## config.mk

```make
export PLATFORM = sky130hd
export DESIGN_NAME = dma_channel_start_arbitration
export DESIGN_NICKNAME = d
export VERILOG_FILES = /design/src/rtl/dma_arb_pkg.sv /design/src/rtl/dma_channel_start_arbitration.sv
export SDC_FILE = /design/constraint.sdc
export NUM_CORES = 1
export LEC_CHECK = 0
export ABC_AREA = 0
export BUFFER_PORTS_ARGS = -buffer_cell sky130_fd_sc_hd__buf_4
export CORE_MARGIN = 2
export CORE_UTILIZATION = 40
export CTS_CLUSTER_DIAMETER = 100
export CTS_CLUSTER_SIZE = 14
export DETAILED_ROUTE_END_ITERATION = 6
export PLACE_DENSITY = 0.65
export SLEW_MARGIN = 30
export SYNTH_ARGS = -nofsm -noshare
export SYNTH_HDL_FRONTEND = slang
export SYNTH_SLANG_ARGS = --single-unit
```

## constraint.sdc

```tcl
create_clock -name clk_sys -period 2.9 [get_ports clk_sys]
set_input_delay 0.58 -clock clk_sys [delete_from_list [all_inputs] [get_ports clk_sys]]
set_output_delay 0.58 -clock clk_sys [all_outputs]
set_load 0.01 [all_outputs]
```

## src/rtl/dma_arb_pkg.sv

```systemverilog
// Constants, register layout and types of the DMA start and arbitration block
package dma_arb_pkg;
    // ---------------------------------------------------------------
    // Sizes
    // ---------------------------------------------------------------
    localparam int N_CH = 8;
    localparam int CH_W = 3;
    localparam int SRC_W = 7;
    localparam int CNT_W = 10;
    localparam int ADDR_W = 8;
    localparam int DATA_W = 32;
    // ---------------------------------------------------------------
    // Address map: channel region, then global region
    // ---------------------------------------------------------------
    localparam int GLOBAL_BIT = 7;
    localparam int CH_LSB = 4;
    localparam logic [3:0] OFS_CTRL = 4'h0;
    localparam logic [3:0] OFS_REQSEL = 4'h4;
    localparam logic [3:0] OFS_COUNT = 4'h8;
    localparam logic [3:0] OFS_STAT = 4'hc;
    localparam logic [6:0] OFS_OVERRUN = 7'h00;
    localparam logic [6:0] OFS_LAST = 7'h04;
    // ---------------------------------------------------------------
    // Field positions
    // ---------------------------------------------------------------
    localparam int CTRL_EN_BIT = 15;
    localparam int CTRL_DIR_BIT = 13;
    localparam int CTRL_ZW_BIT = 11;
    localparam int REQ_FORCE_BIT = 15;
    localparam int COUNT_LIM_LSB = 16;
    localparam int STAT_PEND_BIT = 0;
    localparam int STAT_BUF_BIT = 1;
    localparam int STAT_FORCE_BIT = 2;
    localparam int LAST_BUSY_BIT = 8;
    // Code that selects the first serial interface as request source
    localparam logic [SRC_W-1:0] SRC_SERIAL0 = 7'h0a;
    // ---------------------------------------------------------------
    // Types
    // ---------------------------------------------------------------
    typedef enum logic {ARB_IDLE, ARB_BUSY} arb_state_e;
endpackage

```

## src/rtl/dma_channel_start_arbitration.sv

```systemverilog
// Eight-channel DMA request latching, manual start and fixed-priority arbiter
//
// The address map and register access over Avalon-MM were left to the implementer.
`timescale 1ns/10ps
module dma_channel_start_arbitration
    import dma_arb_pkg::*;
#(
    parameter int N_SRC = 2**SRC_W
) (
    input wire logic clk_sys,
    input wire logic nrst,
    input wire logic [ADDR_W-1:0] avs_address,
    input wire logic avs_read,
    input wire logic avs_write,
    input wire logic [DATA_W-1:0] avs_writedata,
    output logic [DATA_W-1:0] avs_readdata,
    output logic avs_waitrequest,
    input wire logic [N_SRC-1:0] periph_req,
    input wire logic xfer_done,
    output logic grant_valid,
    output logic [CH_W-1:0] grant_chan,
    output logic grant_dir,
    output logic grant_zero_write,
    output logic grant_buf,
    output logic [CNT_W-1:0] grant_count,
    output logic grant_forced
);
    // ---------------------------------------------------------------
    // Helpers
    // ---------------------------------------------------------------
    function automatic logic [CH_W-1:0] prio_pick(input logic [N_CH-1:0] v);
        logic [CH_W-1:0] r;
        r = '0;
        for (int k = N_CH - 1; k >= 0; k--) begin
            if (v[k]) begin
                r = CH_W'(k);
            end
        end
        return r;
    endfunction

    function automatic logic ch_hit(input logic [ADDR_W-1:0] a, input int ch, input logic [3:0] ofs);
        return !a[GLOBAL_BIT] && a[GLOBAL_BIT-1:CH_LSB] == CH_W'(ch) && a[CH_LSB-1:0] == ofs;
    endfunction

    // ---------------------------------------------------------------
    // Avalon slave handshake
    // ---------------------------------------------------------------
    logic ack;
    logic wr_fire;
    logic rd_fire;
    logic glob_ovr_wr;
    logic [DATA_W-1:0] rd_mux;

    // One wait state; the write lands on the edge that sees waitrequest low
    assign avs_waitrequest = (avs_read | avs_write) & ~ack;
    assign wr_fire = avs_write & ack;
    assign rd_fire = avs_read & ~ack;
    assign glob_ovr_wr = wr_fire && avs_address[GLOBAL_BIT] && avs_address[GLOBAL_BIT-1:0] == OFS_OVERRUN;

    always_ff @(posedge clk_sys) begin
        if (!nrst) begin
            ack <= 1'b0;
        end else begin
            ack <= (avs_read | avs_write) & ~ack;
        end
    end

    // ---------------------------------------------------------------
    // Channel state
    // ---------------------------------------------------------------
    arb_state_e state;
    logic [CH_W-1:0] cur;
    logic [CH_W-1:0] last_ch;
    logic done_fire;
    logic [N_CH-1:0] en, dir, zw, force_req, pend, ovr, buf_sel, want;
    logic [SRC_W-1:0] src_sel [N_CH];
    logic [CNT_W-1:0] cnt [N_CH];
    logic [CNT_W-1:0] lim [N_CH];

    assign done_fire = state == ARB_BUSY && xfer_done;
    assign want = (pend | force_req) & en;

    for (genvar i = 0; i < N_CH; i++) begin : g_ch
        logic ctrl_wr, req_wr, cnt_wr, reen, hit, done_me, force_set;
        logic en_r, dir_r, zw_r, force_r, pend_r, ovr_r, buf_r;
        logic [SRC_W-1:0] src_r;
        logic [CNT_W-1:0] cnt_r, lim_r;

        assign ctrl_wr = wr_fire && ch_hit(avs_address, i, OFS_CTRL);
        assign req_wr = wr_fire && ch_hit(avs_address, i, OFS_REQSEL);
        assign cnt_wr = wr_fire && ch_hit(avs_address, i, OFS_COUNT);
        assign reen = ctrl_wr && avs_writedata[CTRL_EN_BIT] && !en_r;
        assign done_me = done_fire && cur == CH_W'(i);
        // Disabled channels drop source pulses entirely
        assign hit = en_r && periph_req[src_r];
        // Ignored while this channel is mid-transfer or a peripheral request waits
        assign force_set = req_wr && avs_writedata[REQ_FORCE_BIT] && en_r && !pend_r
            && !(state == ARB_BUSY && cur == CH_W'(i));

        // -----------------------------------------------------------
        // Control register
        // -----------------------------------------------------------
        always_ff @(posedge clk_sys) begin
            if (!nrst) begin
                en_r <= 1'b0;
                dir_r <= 1'b0;
                zw_r <= 1'b0;
            end else if (ctrl_wr) begin
                en_r <= avs_writedata[CTRL_EN_BIT];
                dir_r <= avs_writedata[CTRL_DIR_BIT];
                zw_r <= avs_writedata[CTRL_ZW_BIT];
            end
        end

        // -----------------------------------------------------------
        // Request source select
        // -----------------------------------------------------------
        // Source index takes effect on the next cycle; a pulse in the
        // same cycle as the write is judged against the old source
        always_ff @(posedge clk_sys) begin
            if (!nrst) begin
                src_r <= '0;
            end else if (req_wr) begin
                src_r <= avs_writedata[SRC_W-1:0];
            end
        end

        // -----------------------------------------------------------
        // Latched peripheral request
        // -----------------------------------------------------------
        // Disabling drops the latch, so a stale request cannot fire
        // after the channel is set up again
        // New request wins over the clear at completion
        always_ff @(posedge clk_sys) begin
            if (!nrst || !en_r) begin
                pend_r <= 1'b0;
            end else if (hit) begin
                pend_r <= 1'b1;
            end else if (done_me) begin
                pend_r <= 1'b0;
            end
        end

        // -----------------------------------------------------------
        // Manual request
        // -----------------------------------------------------------
        // Software writing zero has no effect on the manual bit
        always_ff @(posedge clk_sys) begin
            if (!nrst || !en_r) begin
                force_r <= 1'b0;
            end else if (force_set) begin
                force_r <= 1'b1;
            end else if (done_me) begin
                force_r <= 1'b0;
            end
        end

        // -----------------------------------------------------------
        // Overrun flag
        // -----------------------------------------------------------
        // A repeat in the completion cycle re-latches instead; the
        // earlier word has just been moved, so nothing is lost
        always_ff @(posedge clk_sys) begin
            if (!nrst) begin
                ovr_r <= 1'b0;
            // Set wins over a clear in the same cycle
            end else if (hit && pend_r && !done_me) begin
                ovr_r <= 1'b1;
            end else if (glob_ovr_wr && avs_writedata[i]) begin
                ovr_r <= 1'b0;
            end
        end

        // -----------------------------------------------------------
        // Transfer count and active buffer
        // -----------------------------------------------------------
        // Limit compare on equality: a limit written below the running
        // count lets the count wrap through the full range first
        always_ff @(posedge clk_sys) begin
            if (!nrst) begin
                cnt_r <= '0;
                lim_r <= '0;
                buf_r <= 1'b0;
            end else begin
                if (cnt_wr) begin
                    lim_r <= avs_writedata[COUNT_LIM_LSB +: CNT_W];
                end
                if (reen) begin
                    cnt_r <= '0;
                    buf_r <= 1'b0;
                end else if (done_me) begin
                    if (cnt_r == lim_r) begin
                        cnt_r <= '0;
                        buf_r <= ~buf_r;
                    end else begin
                        cnt_r <= cnt_r + CNT_W'(1);
                    end
                end
            end
        end

        // -----------------------------------------------------------
        // Flattened views for arbiter and read path
        // -----------------------------------------------------------
        assign en[i] = en_r;
        assign dir[i] = dir_r;
        assign zw[i] = zw_r;
        assign force_req[i] = force_r;
        assign pend[i] = pend_r;
        assign ovr[i] = ovr_r;
        assign buf_sel[i] = buf_r;
        assign src_sel[i] = src_r;
        assign cnt[i] = cnt_r;
        assign lim[i] = lim_r;
    end

    // ---------------------------------------------------------------
    // Arbiter
    // ---------------------------------------------------------------
    logic [CH_W-1:0] next_ch;

    assign next_ch = prio_pick(want);

    // One transfer at a time; winner chosen fresh every idle cycle
    always_ff @(posedge clk_sys) begin
        if (!nrst) begin
            state <= ARB_IDLE;
            cur <= '0;
            last_ch <= '0;
            grant_valid <= 1'b0;
            grant_chan <= '0;
            grant_dir <= 1'b0;
            grant_zero_write <= 1'b0;
            grant_buf <= 1'b0;
            grant_count <= '0;
            grant_forced <= 1'b0;
        end else begin
            case (state)
                ARB_IDLE: begin
                    if (|want) begin
                        state <= ARB_BUSY;
                        cur <= next_ch;
                        grant_valid <= 1'b1;
                        grant_chan <= next_ch;
                        grant_dir <= dir[next_ch];
                        // Zero write only when reading the peripheral
                        grant_zero_write <= zw[next_ch] & ~dir[next_ch];
                        grant_buf <= buf_sel[next_ch];
                        grant_count <= cnt[next_ch];
                        // Peripheral request takes precedence over the manual one
                        grant_forced <= force_req[next_ch] & ~pend[next_ch];
                    end
                end
                ARB_BUSY: begin
                    if (xfer_done) begin
                        state <= ARB_IDLE;
                        last_ch <= cur;
                        grant_valid <= 1'b0;
                        grant_zero_write <= 1'b0;
                        grant_forced <= 1'b0;
                    end
                end
                default: begin
                    state <= ARB_IDLE;
                    grant_valid <= 1'b0;
                end
            endcase
        end
    end

    // ---------------------------------------------------------------
    // Read path
    // ---------------------------------------------------------------
    // Registered read data: latched in the wait-state cycle, so it
    // stands on the edge at which waitrequest is sampled low
    logic [CH_W-1:0] rch;

    assign rch = avs_address[GLOBAL_BIT-1:CH_LSB];

    always_comb begin
        rd_mux = '0;
        if (avs_address[GLOBAL_BIT]) begin
            case (avs_address[GLOBAL_BIT-1:0])
                OFS_OVERRUN: rd_mux[N_CH-1:0] = ovr;
                OFS_LAST: begin
                    rd_mux[CH_W-1:0] = last_ch;
                    rd_mux[LAST_BUSY_BIT] = state == ARB_BUSY;
                end
                default: rd_mux = '0;
            endcase
        end else begin
            case (avs_address[CH_LSB-1:0])
                OFS_CTRL: begin
                    rd_mux[CTRL_EN_BIT] = en[rch];
                    rd_mux[CTRL_DIR_BIT] = dir[rch];
                    rd_mux[CTRL_ZW_BIT] = zw[rch];
                end
                OFS_REQSEL: begin
                    rd_mux[REQ_FORCE_BIT] = force_req[rch];
                    rd_mux[SRC_W-1:0] = src_sel[rch];
                end
                OFS_COUNT: begin
                    rd_mux[COUNT_LIM_LSB +: CNT_W] = lim[rch];
                    rd_mux[CNT_W-1:0] = cnt[rch];
                end
                OFS_STAT: begin
                    rd_mux[STAT_PEND_BIT] = pend[rch];
                    rd_mux[STAT_BUF_BIT] = buf_sel[rch];
                    rd_mux[STAT_FORCE_BIT] = force_req[rch];
                end
                default: rd_mux = '0;
            endcase
        end
    end

    always_ff @(posedge clk_sys) begin
        if (!nrst) begin
            avs_readdata <= '0;
        end else if (rd_fire) begin
            avs_readdata <= rd_mux;
        end
    end
endmodule

```

Word level (Yosys, flattened, before mapping)

Index checks and enable logic that the tools add are counted.

Bits of input ports: 173
Logic and storage cells: 534
Flip-flop bits (word level): 327
Output and inout bits: 51

$add $sub $neg: 8
Magnitude comparators: 12
Multiplexer cells: 127
Equal/unequal tests: 28
Bitwise logic cells: 23
Reductions and logical operators: 245

Operator list:

| cell                                                        | count |
|---|---|
| logical AND 1 bit                                           | 155 |
| 2-to-1 mux 10 bit                                           | 15 |
| binary-select mux 10 bit (select 3 bit)                     | 3 |
| adder 10 x 1 -> 10 bit (second input constant)              | 8 |
| equality test 10 bit                                        | 8 |
| 2-to-1 mux 1 bit                                            | 68 |
| less-than comparator 7 x 8 -> 1 bit (second input constant) | 8 |
| binary-select mux 1 bit (select 7 bit)                      | 8 |
| nonzero test 2 bit                                          | 24 |
| zero test 1 bit                                             | 34 |
| binary-select mux 1 bit (select 3 bit)                      | 11 |
| 2-to-1 mux 3 bit                                            | 9 |
| 2-to-1 mux 26 bit                                           | 1 |
| equality test 3 bit (second input constant)                 | 8 |
| AND reduction 2 bit                                         | 11 |
| binary-select mux 7 bit (select 3 bit)                      | 1 |
| OR reduction 2 bit                                          | 8 |
| 2-to-1 mux 7 bit                                            | 2 |
| inverter 1 bit                                              | 13 |
| equality test 3 x 2 -> 1 bit (second input constant)        | 4 |
| case mux 1 bit (2 select lines)                             | 5 |
| case mux 3 bit (3 select lines)                             | 1 |
| AND 8 bit                                                   | 1 |
| equality test 4 bit (second input constant)                 | 2 |
| 18 further kinds                                            | 35 |

Depth between registers and ports, before layout

Gate-level depths: netlist of the first run.

Word-level depth: 16
Gate-level depth with buffers: 10
Gate-level depth less buffers: 7

Worst setup path before layout of the first run

No wires, ideal clock.

Kind: input port to flip-flop
Start: input avs_address[4]
End: register avs_readdata[15]
Path buffers: 3
Setup slack: 0.445 ns
Stages on the path: 8
Data required time: 2.772 ns
Arrival time: 2.327 ns
Setup time: 0.128 ns
Path through: buf_2 > buf_2 > buf_2 > mux4_2 > mux2i_1 > o22ai_1 > a22oi_1 > nor2_1

Word-level cells in the longest chain between the ends: 4
Elaborated cells on any way between the ends: 6

Ends and longest elaborated chain:

| item                                                             | RTL line                                                                   | source |
|---|---|---|
| start: declaration                                               | dma_channel_start_arbitration.sv:12                                        | `input wire logic [ADDR_W-1:0] avs_address,` |
| binary-select mux 1 bit (select 3 bit), on equally long branches | dma_channel_start_arbitration.sv:300, dma_channel_start_arbitration.sv:295 |  |
| 2-to-1 mux 1 bit, on equally long branches                       | dma_channel_start_arbitration.sv:300, dma_channel_start_arbitration.sv:295 |  |
| case mux 1 bit (2 select lines) *                                | dma_channel_start_arbitration.sv:293                                       | `case (avs_address[CH_LSB-1:0])` |
| 2-to-1 mux 26 bit *                                              | dma_channel_start_arbitration.sv:283                                       | `if (avs_address[GLOBAL_BIT]) begin` |
| end signal: assignment                                           | dma_channel_start_arbitration.sv:321                                       | `avs_readdata <= rd_mux;` |
| end: declaration                                                 | dma_channel_start_arbitration.sv:16                                        | `output logic [DATA_W-1:0] avs_readdata,` |

Every way passes the cells marked *; elsewhere a longest branch is shown, timed or not. The select of a mux whose other input is x is not followed.
A chain may end at the register's enable or synchronous reset.

Worst setup path in the final report of the first run

Start: register g_ch[5].force_r
End: register grant_count[5]

Word-level cells in the longest chain between the ends: 12
Elaborated cells on any way between the ends: 14

Ends and longest elaborated chain:

| item                                                 | RTL line                             | source |
|---|---|---|
| start: declaration                                   | dma_channel_start_arbitration.sv:86  | `logic en_r, dir_r, zw_r, force_r, pend_r, ovr_r, buf_r;` |
| start signal: assignment                             | dma_channel_start_arbitration.sv:151 | `force_r <= 1'b0;` |
| start signal: assignment                             | dma_channel_start_arbitration.sv:153 | `force_r <= 1'b1;` |
| start signal: assignment                             | dma_channel_start_arbitration.sv:155 | `force_r <= 1'b0;` |
| OR 8 bit *                                           | dma_channel_start_arbitration.sv:82  | `assign want = (pend \| force_req) & en;` |
| AND 8 bit *                                          | dma_channel_start_arbitration.sv:82  |  |
| 2-to-1 mux 3 bit (6 in a row)                        | dma_channel_start_arbitration.sv:35  | `if (v[k]) begin` |
| inverter 3 -> 4 bit (not written as such)            | dma_channel_start_arbitration.sv:250 | `grant_count <= cnt[next_ch];` |
| binary-select mux 10 bit (select 3 bit)              | dma_channel_start_arbitration.sv:250 |  |
| 2-to-1 mux 10 bit (not written as such) (2 in a row) | dma_channel_start_arbitration.sv:250 |  |
| end signal: assignment                               | dma_channel_start_arbitration.sv:250 |  |
| end: declaration                                     | dma_channel_start_arbitration.sv:25  | `output logic [CNT_W-1:0] grant_count,` |

Marks and branches as above.

==> impl_metrics.prom, run 1 <==
# TYPE chip_impl_metric gauge
chip_impl_info{name="run_status",value="finished, final reports clean"} 1
chip_impl_metric{name="worst-path-max-fanout",unit=""} 23
chip_impl_metric{name="setup_viol",unit=""} 0
chip_impl_info{name="grt_most_used_layer",value="met2"} 1
chip_impl_metric{name="postCtsSetupBuffers",unit=""} 0
chip_impl_metric{name="leakagePower",unit="nW"} 10.6
chip_impl_info{name="worst_path_most_repeated_cell",value="buf_12"} 1
chip_impl_metric{name="slew_headroom",unit="%"} 36.9
chip_impl_info{name="critical_path.endpoint_type",value="flop"} 1
chip_impl_metric{name="finalHoldViolCount",unit=""} 0
chip_impl_metric{name="grt_overflow",unit=""} 0
chip_impl_info{name="hold_path.class",value="in2reg"} 1
chip_impl_metric{name="clock_latency_on_the_worst_skew_pair",unit="ps"} 560
chip_impl_metric{name="row_count",unit=""} 92
chip_impl_metric{name="drc_errors",unit=""} 0
chip_impl_metric{name="tightest_slew",unit="ps"} 947
chip_impl_metric{name="final_antenna_net_count",unit=""} 0
chip_impl_metric{name="number_of_h_tree_levels",unit=""} 1
chip_impl_metric{name="distinct_cells_synth",unit=""} 69
chip_impl_metric{name="wl",unit="mm"} 95.1
chip_impl_metric{name="finalWeightedCongestion",unit=""} 0.966
chip_impl_metric{name="final.min_clock_period",unit="ps"} 2790
chip_impl_metric{name="half_perimeter_wire_length_of_the_detailed_placement_result",unit="mm"} 71.2
chip_impl_metric{name="design.final.nets",unit=""} 2762
chip_impl_metric{name="clock.fmax",unit="GHz"} 0.358
chip_impl_info{name="cell_with_the_most_instances_after_synthesis",value="dfxtp_1"} 1
chip_impl_metric{name="fp.dieH",unit="um"} 257
chip_impl_metric{name="grt_max_degree",unit=""} 187
chip_impl_metric{name="detail_route.wl_per_cell",unit="um"} 27.7
chip_impl_metric{name="post-synth-top-area-fraction",unit="%"} 24.9
chip_impl_metric{name="critPathRequiredTime",unit="ps"} 3330
chip_impl_metric{name="synth_async_sr_flop_share",unit="%"} 0
chip_impl_metric{name="cts_inserted_buffers",unit=""} 26
chip_impl_metric{name="cp_num_buf_inv",unit=""} 3
chip_impl_metric{name="synth_area_per_cell",unit="um^2"} 10.6
chip_impl_metric{name="synth_edf_count",unit=""} 0
chip_impl_info{name="root_buffer",value="clkbuf_16"} 1
chip_impl_metric{name="timing.final.crit_share",unit="%"} 96.2
chip_impl_info{name="synth_top_cell_by_area",value="dfxtp_1"} 1
chip_impl_metric{name="floorplan.initialDensity",unit="%"} 40.5
chip_impl_info{name="reg2reg_from",value="g_ch[5].force_r$_SDFFE_PP0P_"} 1
chip_impl_metric{name="cts_hold_buffers",unit=""} 0
chip_impl_info{name="cp_top_family",value="compound AO/OA/AOI/OAI gates"} 1
chip_impl_metric{name="antenna_violations_before_repair",unit=""} 0
chip_impl_info{name="synth_common_cells",value="dfxtp_1, nor2_1, mux4_2, nand2_1, mux2i_1"} 1
chip_impl_metric{name="drt-initial-drc-count",unit=""} 3153
chip_impl_info{name="crit_path_cell_trace",value="o21ai_0, buf_4, o211ai_1, a41oi_4, buf_12, buf_12, mux2i_1, o22ai_1, a22oi_1, nand2_1"} 1
chip_impl_metric{name="crit_arrival",unit="ps"} 3220
chip_impl_metric{name="die_x",unit="um"} 257
chip_impl_metric{name="final.setup.tns",unit="ps"} 0
chip_impl_metric{name="use_met1",unit="%"} 37.4
chip_impl_info{name="setup_repair_after_global_routing_missed_its_margin",value="no"} 1
chip_impl_metric{name="fp.coreArea",unit="um^2"} 63100
chip_impl_metric{name="slowest_delay",unit="ps"} 380
chip_impl_metric{name="drive_above_1_share",unit="%"} 27.5
chip_impl_metric{name="ios",unit=""} 224
chip_impl_metric{name="groute.layer.met3.usage",unit="%"} 5.11
chip_impl_metric{name="grt_use_met2",unit="%"} 44.4
chip_impl_info{name="start_kind",value="flop"} 1
chip_impl_info{name="holdCritStartpoint",value="avs_read"} 1
chip_impl_metric{name="n_fill_cell",unit=""} 5893
chip_impl_metric{name="report.final.slew_viol_count",unit=""} 0
chip_impl_metric{name="gr-usage-all-layers",unit="%"} 28.1
chip_impl_metric{name="ir_worst_vdd",unit="V"} 0.000324
chip_impl_metric{name="first_global_vias",unit=""} 22000
chip_impl_metric{name="postSynthRegisterBits",unit=""} 318
chip_impl_info{name="critical-path-slowest-cell",value="o21ai_0"} 1
chip_impl_metric{name="area_overhead_vs_synth",unit="%"} 13.9
chip_impl_info{name="yosys_most_used_dff",value="dfxtp_1"} 1
chip_impl_metric{name="clkTransAtPathRegs",unit="ps"} 70
chip_impl_metric{name="clock_sink_count",unit=""} 318
chip_impl_metric{name="route.detailed.vias_per_inst",unit=""} 6.64
chip_impl_info{name="timing.setup.critical_path_class",value="reg2reg"} 1
chip_impl_metric{name="cts_buffer_depth",unit=""} 3
chip_impl_metric{name="power.density",unit="nW/um^2"} 306
chip_impl_metric{name="layout.core_utilization",unit="%"} 46.1
chip_impl_metric{name="dpl_cell_area",unit="um^2"} 28400
chip_impl_metric{name="insertedDiodeCount",unit=""} 0
chip_impl_metric{name="max_cap_violations",unit=""} 0
chip_impl_metric{name="finalClockSkew",unit="ps"} 20.9
chip_impl_info{name="critical_path.startpoint",value="g_ch[5].force_r$_SDFFE_PP0P_"} 1
chip_impl_metric{name="syn-instance-count",unit=""} 2404
chip_impl_metric{name="wire_length_of_the_first_global_routing_pass",unit="mm"} 142
chip_impl_metric{name="synth.cell_area",unit="um^2"} 25600
chip_impl_metric{name="route.vias.total",unit=""} 22800
chip_impl_info{name="synth.top_cells.by_area",value="dfxtp_1, mux4_2, mux4_1, mux2i_1, xor2_1"} 1
chip_impl_info{name="cts_tree",value="yes"} 1
chip_impl_metric{name="port_buffers",unit=""} 203
chip_impl_metric{name="detail_route.first_pass.iterations",unit=""} 6
chip_impl_metric{name="design_area",unit="um^2"} 29100
chip_impl_metric{name="seq_area_frac_synth",unit="%"} 24.9
chip_impl_metric{name="design.die.area",unit="um^2"} 65900
chip_impl_metric{name="synth-warning-count",unit=""} 0
[per-stage QoR]
stage | hold WS, ps | power [mW] | worst slack (ps) | cells
floorplan | 436 | 5.11 | 445 | 2412
global route | 333 | 9.18 | 16.7 | 3428
CTS | 316 | 8.91 | 151 | 3428
detailed placement | 434 | 5.68 | 154 | 3399
global placement | 434 | 5.65 | 168 | 3399
finish | 323 | 8.91 | 109 | 3428
[worst register-to-register path: cells and delay by family, from the launching register on]
| family | cells | cell delay [ps] |
|---|---|---|
| AOI/OAI and AO/OA | 5 | 1410 |
| and+or+nand+nor | 1 | 90 |
| muxes | 1 | 200 |
| buffers and inverters | 3 | 680 |
| DFF | 1 | 330 |
[flip-flops by register name (all words and copies together), names as in the netlist, 10 cells and up]
name,cells
g_ch.src_r,56
g_ch.cnt_r,80
grant_count,10
avs_readdata,23
g_ch.lim_r,80
[kinds of logic (layout without fill, tap and decap cells)]
group / after synthesis / count (layout) / share of synthesized area (%)
and+or+nand+nor: 781 / 781 / 14.4
muxes: 565 / 565 / 40.6
AOI/OAI and AO/OA: 340 / 340 / 9.28
DFF: 318 / 318 / 24.9
buffers and inverters: 231 / 401 / 4.97
xor gates and xnor gates: 160 / 160 / 5.48
adders and majority gates: 8 / 8 / 0.392
other: 1 / 9 / 0.0147
[layout make-up]
| type | count | area [um^2] | share of cell area, % |
|---|---|---|---|
| clock buffers | 29 | 703 | 2.42 |
| multi-input cells | 1863 | 18000 | 61.7 |
| repair buffers | 359 | 2950 | 10.1 |
| flip-flops and latches | 318 | 6380 | 21.9 |
| well taps | 846 | 1060 | 3.64 |
| inverters | 13 | 53.8 | 0.185 |
[repair_timing]
item,CTS,global route
resized for setup,0,2
setup endpoints to repair,0,2
hold endpoints to repair,0,0
[final timing paths]
check                                 to  slack, ps  depth (start not counted)
max reg2reg  grant_count[5]$_SDFFE_PN0P_        110                         10
min                       ack$_SDFF_PN0_        320                          3
max          grant_count[5]$_SDFFE_PN0P_        110                         10
min reg2reg  grant_count[1]$_SDFFE_PN0P_        440                          2
[cell usage in the layout (no fill, tap or decap), types with 9 or more instances in the layout]
master and count:
buf_4 339, buf_12 20, and4_1 9, xnor2_1 24, a211oi_1 34, a21oi_1 103, and2_1 10, a22oi_1 81
or3_1 11, inv_1 12, mux4_1 103, o211ai_1 9, nor3_1 16, a21oi_2 9, xor2_1 136, conb_1 9
mux2i_1 189, clkbuf_16 27, nand3b_1 14, nor2_2 9, o22ai_1 22, dfxtp_1 310, mux2_2 34, nor2_1 278
mux4_2 237, or4_1 9, nor4_1 21, nor2b_1 47, nand2_1 210, nand4_1 24, and3_1 27, o21ai_0 11
nand3_1 68
[per-layer routing]
| layer | vias to the layer above | routed length (um) |
|---|---|---|
| met2 | 1593 | 43100 |
| li1 | 9623 | - |
| met4 | 0 | 5340 |
| met3 | 273 | 10200 |
| met5 | - | 0 |
| met1 | 11300 | 36500 |
[power breakdown]
group	total, mW	internal (mW)	switching [mW]
sequential	4.39	4.38	0.0119
clock	3.30	1.69	1.62
combinational	1.22	0.564	0.658
(Power assumes the default switching activity.)
==> inputs of run 2 (changes only) <==
--- a/config.mk
+++ b/config.mk
@@ -12,7 +12,7 @@
 export CTS_CLUSTER_DIAMETER = 100
 export CTS_CLUSTER_SIZE = 14
 export DETAILED_ROUTE_END_ITERATION = 6
-export PLACE_DENSITY = 0.65
+export PLACE_DENSITY = 0.67
 export SLEW_MARGIN = 30
 export SYNTH_ARGS = -nofsm -noshare
 export SYNTH_HDL_FRONTEND = slang
==> constraint.sdc (replaced) <==
create_clock -name clk_sys -period 2.4 [get_ports clk_sys]
set_input_delay 0.48 -clock clk_sys [delete_from_list [all_inputs] [get_ports clk_sys]]
set_output_delay 0.48 -clock clk_sys [all_outputs]
set_load 0.01 [all_outputs]
==> run 2 against run 1 <==
- the flow now finishes with violations (negative setup slack)
- largest cell class unchanged
- non-clock buffer count grew 124
- flip-flop and latch count is the same
- wire length increased by 5.6%
- sequential power up 21%
==> impl_metrics.prom, run 2 (synthesis results as in run 1) <==
# TYPE chip_impl_metric gauge
chip_impl_metric{name="drc_errors",unit=""} 0
chip_impl_metric{name="design.final.nets",unit=""} 2886
chip_impl_metric{name="worst_setup_slack_after_placement",unit="ps"} -223
chip_impl_metric{name="setup_viol",unit=""} 6
chip_impl_info{name="start_kind",value="flop"} 1
chip_impl_metric{name="floorplan.initialDensity",unit="%"} 40.5
chip_impl_metric{name="slew_headroom",unit="%"} 26.9
chip_impl_metric{name="finalHoldViolCount",unit=""} 0
chip_impl_info{name="hold_path.class",value="in2reg"} 1
chip_impl_metric{name="crit_arrival",unit="ps"} 3000
chip_impl_metric{name="first_global_vias",unit=""} 22600
chip_impl_metric{name="power.density",unit="nW/um^2"} 353
chip_impl_info{name="cts_tree",value="yes"} 1
chip_impl_metric{name="stdcell_count",unit=""} 3553
chip_impl_metric{name="overall_power_consumption",unit="mW"} 10.9
chip_impl_metric{name="cts_buffer_depth",unit=""} 3
chip_impl_info{name="layout_common_cells",value="buf_4, dfxtp_1, nor2_1, mux4_2, nand2_1"} 1
chip_impl_info{name="hold_critical_path_endpoint",value="last_ch[1]$_SDFFE_PN0P_"} 1
chip_impl_info{name="layout_top_registers",value="g_ch.cnt_r x80, g_ch.lim_r x80, g_ch.src_r x56"} 1
chip_impl_info{name="timing.setup.critical_path_class",value="reg2reg"} 1
chip_impl_metric{name="clock.fmax",unit="GHz"} 0.401
chip_impl_metric{name="gr-usage-all-layers",unit="%"} 29.4
chip_impl_metric{name="row_count",unit=""} 92
chip_impl_info{name="failed_checks",value="negative setup slack"} 1
chip_impl_info{name="run_status",value="finished, violations left"} 1
chip_impl_metric{name="hold_depth",unit=""} 3
chip_impl_metric{name="antenna_violations_before_repair",unit=""} 3
chip_impl_metric{name="finalWeightedCongestion",unit=""} 0.970
chip_impl_metric{name="design.die.area",unit="um^2"} 65900
chip_impl_metric{name="detail_route.first_pass.iterations",unit=""} 6
chip_impl_metric{name="detail_route.wl_per_cell",unit="um"} 28.3
chip_impl_metric{name="route.vias.total",unit=""} 23300
chip_impl_info{name="holdCritStartpoint",value="xfer_done"} 1
chip_impl_metric{name="grt_max_degree",unit=""} 166
chip_impl_metric{name="area_overhead_vs_synth",unit="%"} 20.9
chip_impl_metric{name="fp.dieH",unit="um"} 257
chip_impl_info{name="r2r-end",value="grant_count[2]$_SDFFE_PN0P_"} 1
chip_impl_metric{name="ir_worst_vdd",unit="V"} 0.000331
chip_impl_metric{name="dpl_cell_area",unit="um^2"} 29400
chip_impl_metric{name="layout.core_utilization",unit="%"} 49.0
chip_impl_info{name="critical_path.endpoint_type",value="flop"} 1
chip_impl_metric{name="critPathRequiredTime",unit="ps"} 2900
chip_impl_metric{name="r2r.worst_path.cells",unit=""} 9
chip_impl_metric{name="tightest_slew",unit="ps"} 1090
chip_impl_metric{name="clkTransAtPathRegs",unit="ps"} 80
chip_impl_metric{name="leakagePower",unit="nW"} 11.4
chip_impl_metric{name="drt-initial-drc-count",unit=""} 2852
chip_impl_info{name="setup_repair_after_global_routing_missed_its_margin",value="yes"} 1
chip_impl_metric{name="port_buffers",unit=""} 203
chip_impl_metric{name="grt_overflow",unit=""} 0
chip_impl_metric{name="max_cap_violations",unit=""} 0
chip_impl_info{name="root_buffer",value="clkbuf_16"} 1
chip_impl_metric{name="wire_length_of_the_first_global_routing_pass",unit="mm"} 147
chip_impl_info{name="reg2reg_from",value="g_ch[6].force_r$_SDFFE_PP0P_"} 1
chip_impl_metric{name="route.detailed.vias_per_inst",unit=""} 6.57
chip_impl_metric{name="die_x",unit="um"} 257
chip_impl_metric{name="finalClockSkew",unit="ps"} 20.6
chip_impl_metric{name="final.min_clock_period",unit="ps"} 2500
chip_impl_metric{name="ios",unit=""} 224
chip_impl_metric{name="fp.coreArea",unit="um^2"} 63100
chip_impl_metric{name="hold_ws",unit="ps"} 223
chip_impl_metric{name="worst-path-max-fanout",unit=""} 25
chip_impl_metric{name="number_of_h_tree_levels",unit=""} 1
chip_impl_metric{name="timing.final.ws_setup",unit="ps"} -95.4
chip_impl_metric{name="clock_latency_on_the_worst_skew_pair",unit="ps"} 570
chip_impl_metric{name="clock_sink_count",unit=""} 318
chip_impl_metric{name="final_antenna_net_count",unit=""} 0
chip_impl_metric{name="wl",unit="mm"} 100
chip_impl_metric{name="design_area",unit="um^2"} 30900
chip_impl_info{name="final_common_cell",value="buf_4"} 1
chip_impl_metric{name="timing.final.crit_share",unit="%"} 104
chip_impl_metric{name="reg2reg_setup_slack",unit="ps"} -100
chip_impl_metric{name="final.setup.tns",unit="ps"} -264
chip_impl_metric{name="dp_cells",unit=""} 3500
chip_impl_metric{name="report.final.slew_viol_count",unit=""} 0
chip_impl_metric{name="cts_inserted_buffers",unit=""} 26
chip_impl_metric{name="half_perimeter_wire_length_of_the_detailed_placement_result",unit="mm"} 73.5
chip_impl_metric{name="drive_above_1_share",unit="%"} 34.3
-- run 2: changes by cell type in the layout (fill, tap and decap cells not counted), sizes merged --
cell | previous run | this run
diode | 0 | 2
bufinv | 0 | 1
buf | 359 | 479
clkbuf | 29 | 31
-- run 2: worst max-delay path, stage by stage, from the launching register on --
cell and delay (ps):
dfxtp_1 330, o21a_1 230, o211ai_1 340, a41oi_4 190
buf_12 180, buf_12 160, mux2i_1 150, o22ai_1 520
a22oi_1 190, nand2_1 110
-- run 2: timing repair --
| action | CTS | global route |
|---|---|---|
| setup endpoints to repair | 27 | 36 |
| cloned | 6 | 4 |
| buffers inserted | 8 | 8 |
| pin swaps | 19 | 34 |
| hold buffers | 0 | 0 |
| resized for setup | 59 | 86 |
-- run 2: routing by layer --
metal  track usage [%]  part of all wire [%]  up-vias
li1                  -                     -     9836
met1              37.9                    37    11600
met2              47.1                    46     1622
met3              6.27                    11      304
met4              13.8                   5.2        2
met5                 0                 0.014        -
-- run 2: power by group --
| part | total [mW] | leakage, nW | internal (mW) | switching, mW |
|---|---|---|---|---|
| sequential | 5.30 | 2.57 | 5.28 | 0.0215 |
| combinational | 1.54 | 8.47 | 0.719 | 0.820 |
| clock | 4.06 | 0.347 | 2.08 | 1.98 |
-- run 2: final cells by class --
class                      instances  area (um^2)
sequential                       318         6400
timing repair buffer             483         4420
multi-input combinational       1863        18200
clock inverter                     1         30.0
clock buffer                      27          676
antenna                            2         5.00
tap                              846         1060
fill                            5787        32200
inverter                          13         53.8
-- run 2: worst max-delay path by stage --
stage | start | to | slack [ps] | cells after the start
2_1_floorplan | avs_address[4] | avs_readdata[15]$_SDFFE_PN0P_ | 50 | 8
3_3_place_gp | g_ch[5].pend_r$_SDFFE_PP0P_ | grant_count[6]$_SDFFE_PN0P_ | -200 | 8
3_5_place_dp | g_ch[5].pend_r$_SDFFE_PP0P_ | grant_count[6]$_SDFFE_PN0P_ | -220 | 8
4_1_cts | g_ch[0].src_r[0]$_SDFFE_PN0N_ | g_ch[0].pend_r$_SDFFE_PP0P_ | -30 | 7
5_1_grt | g_ch[0].src_r[0]$_SDFFE_PN0N_ | g_ch[0].pend_r$_SDFFE_PP0P_ | -100 | 7
6_report | g_ch[6].force_r$_SDFFE_PP0P_ | grant_count[2]$_SDFFE_PN0P_ | -100 | 9
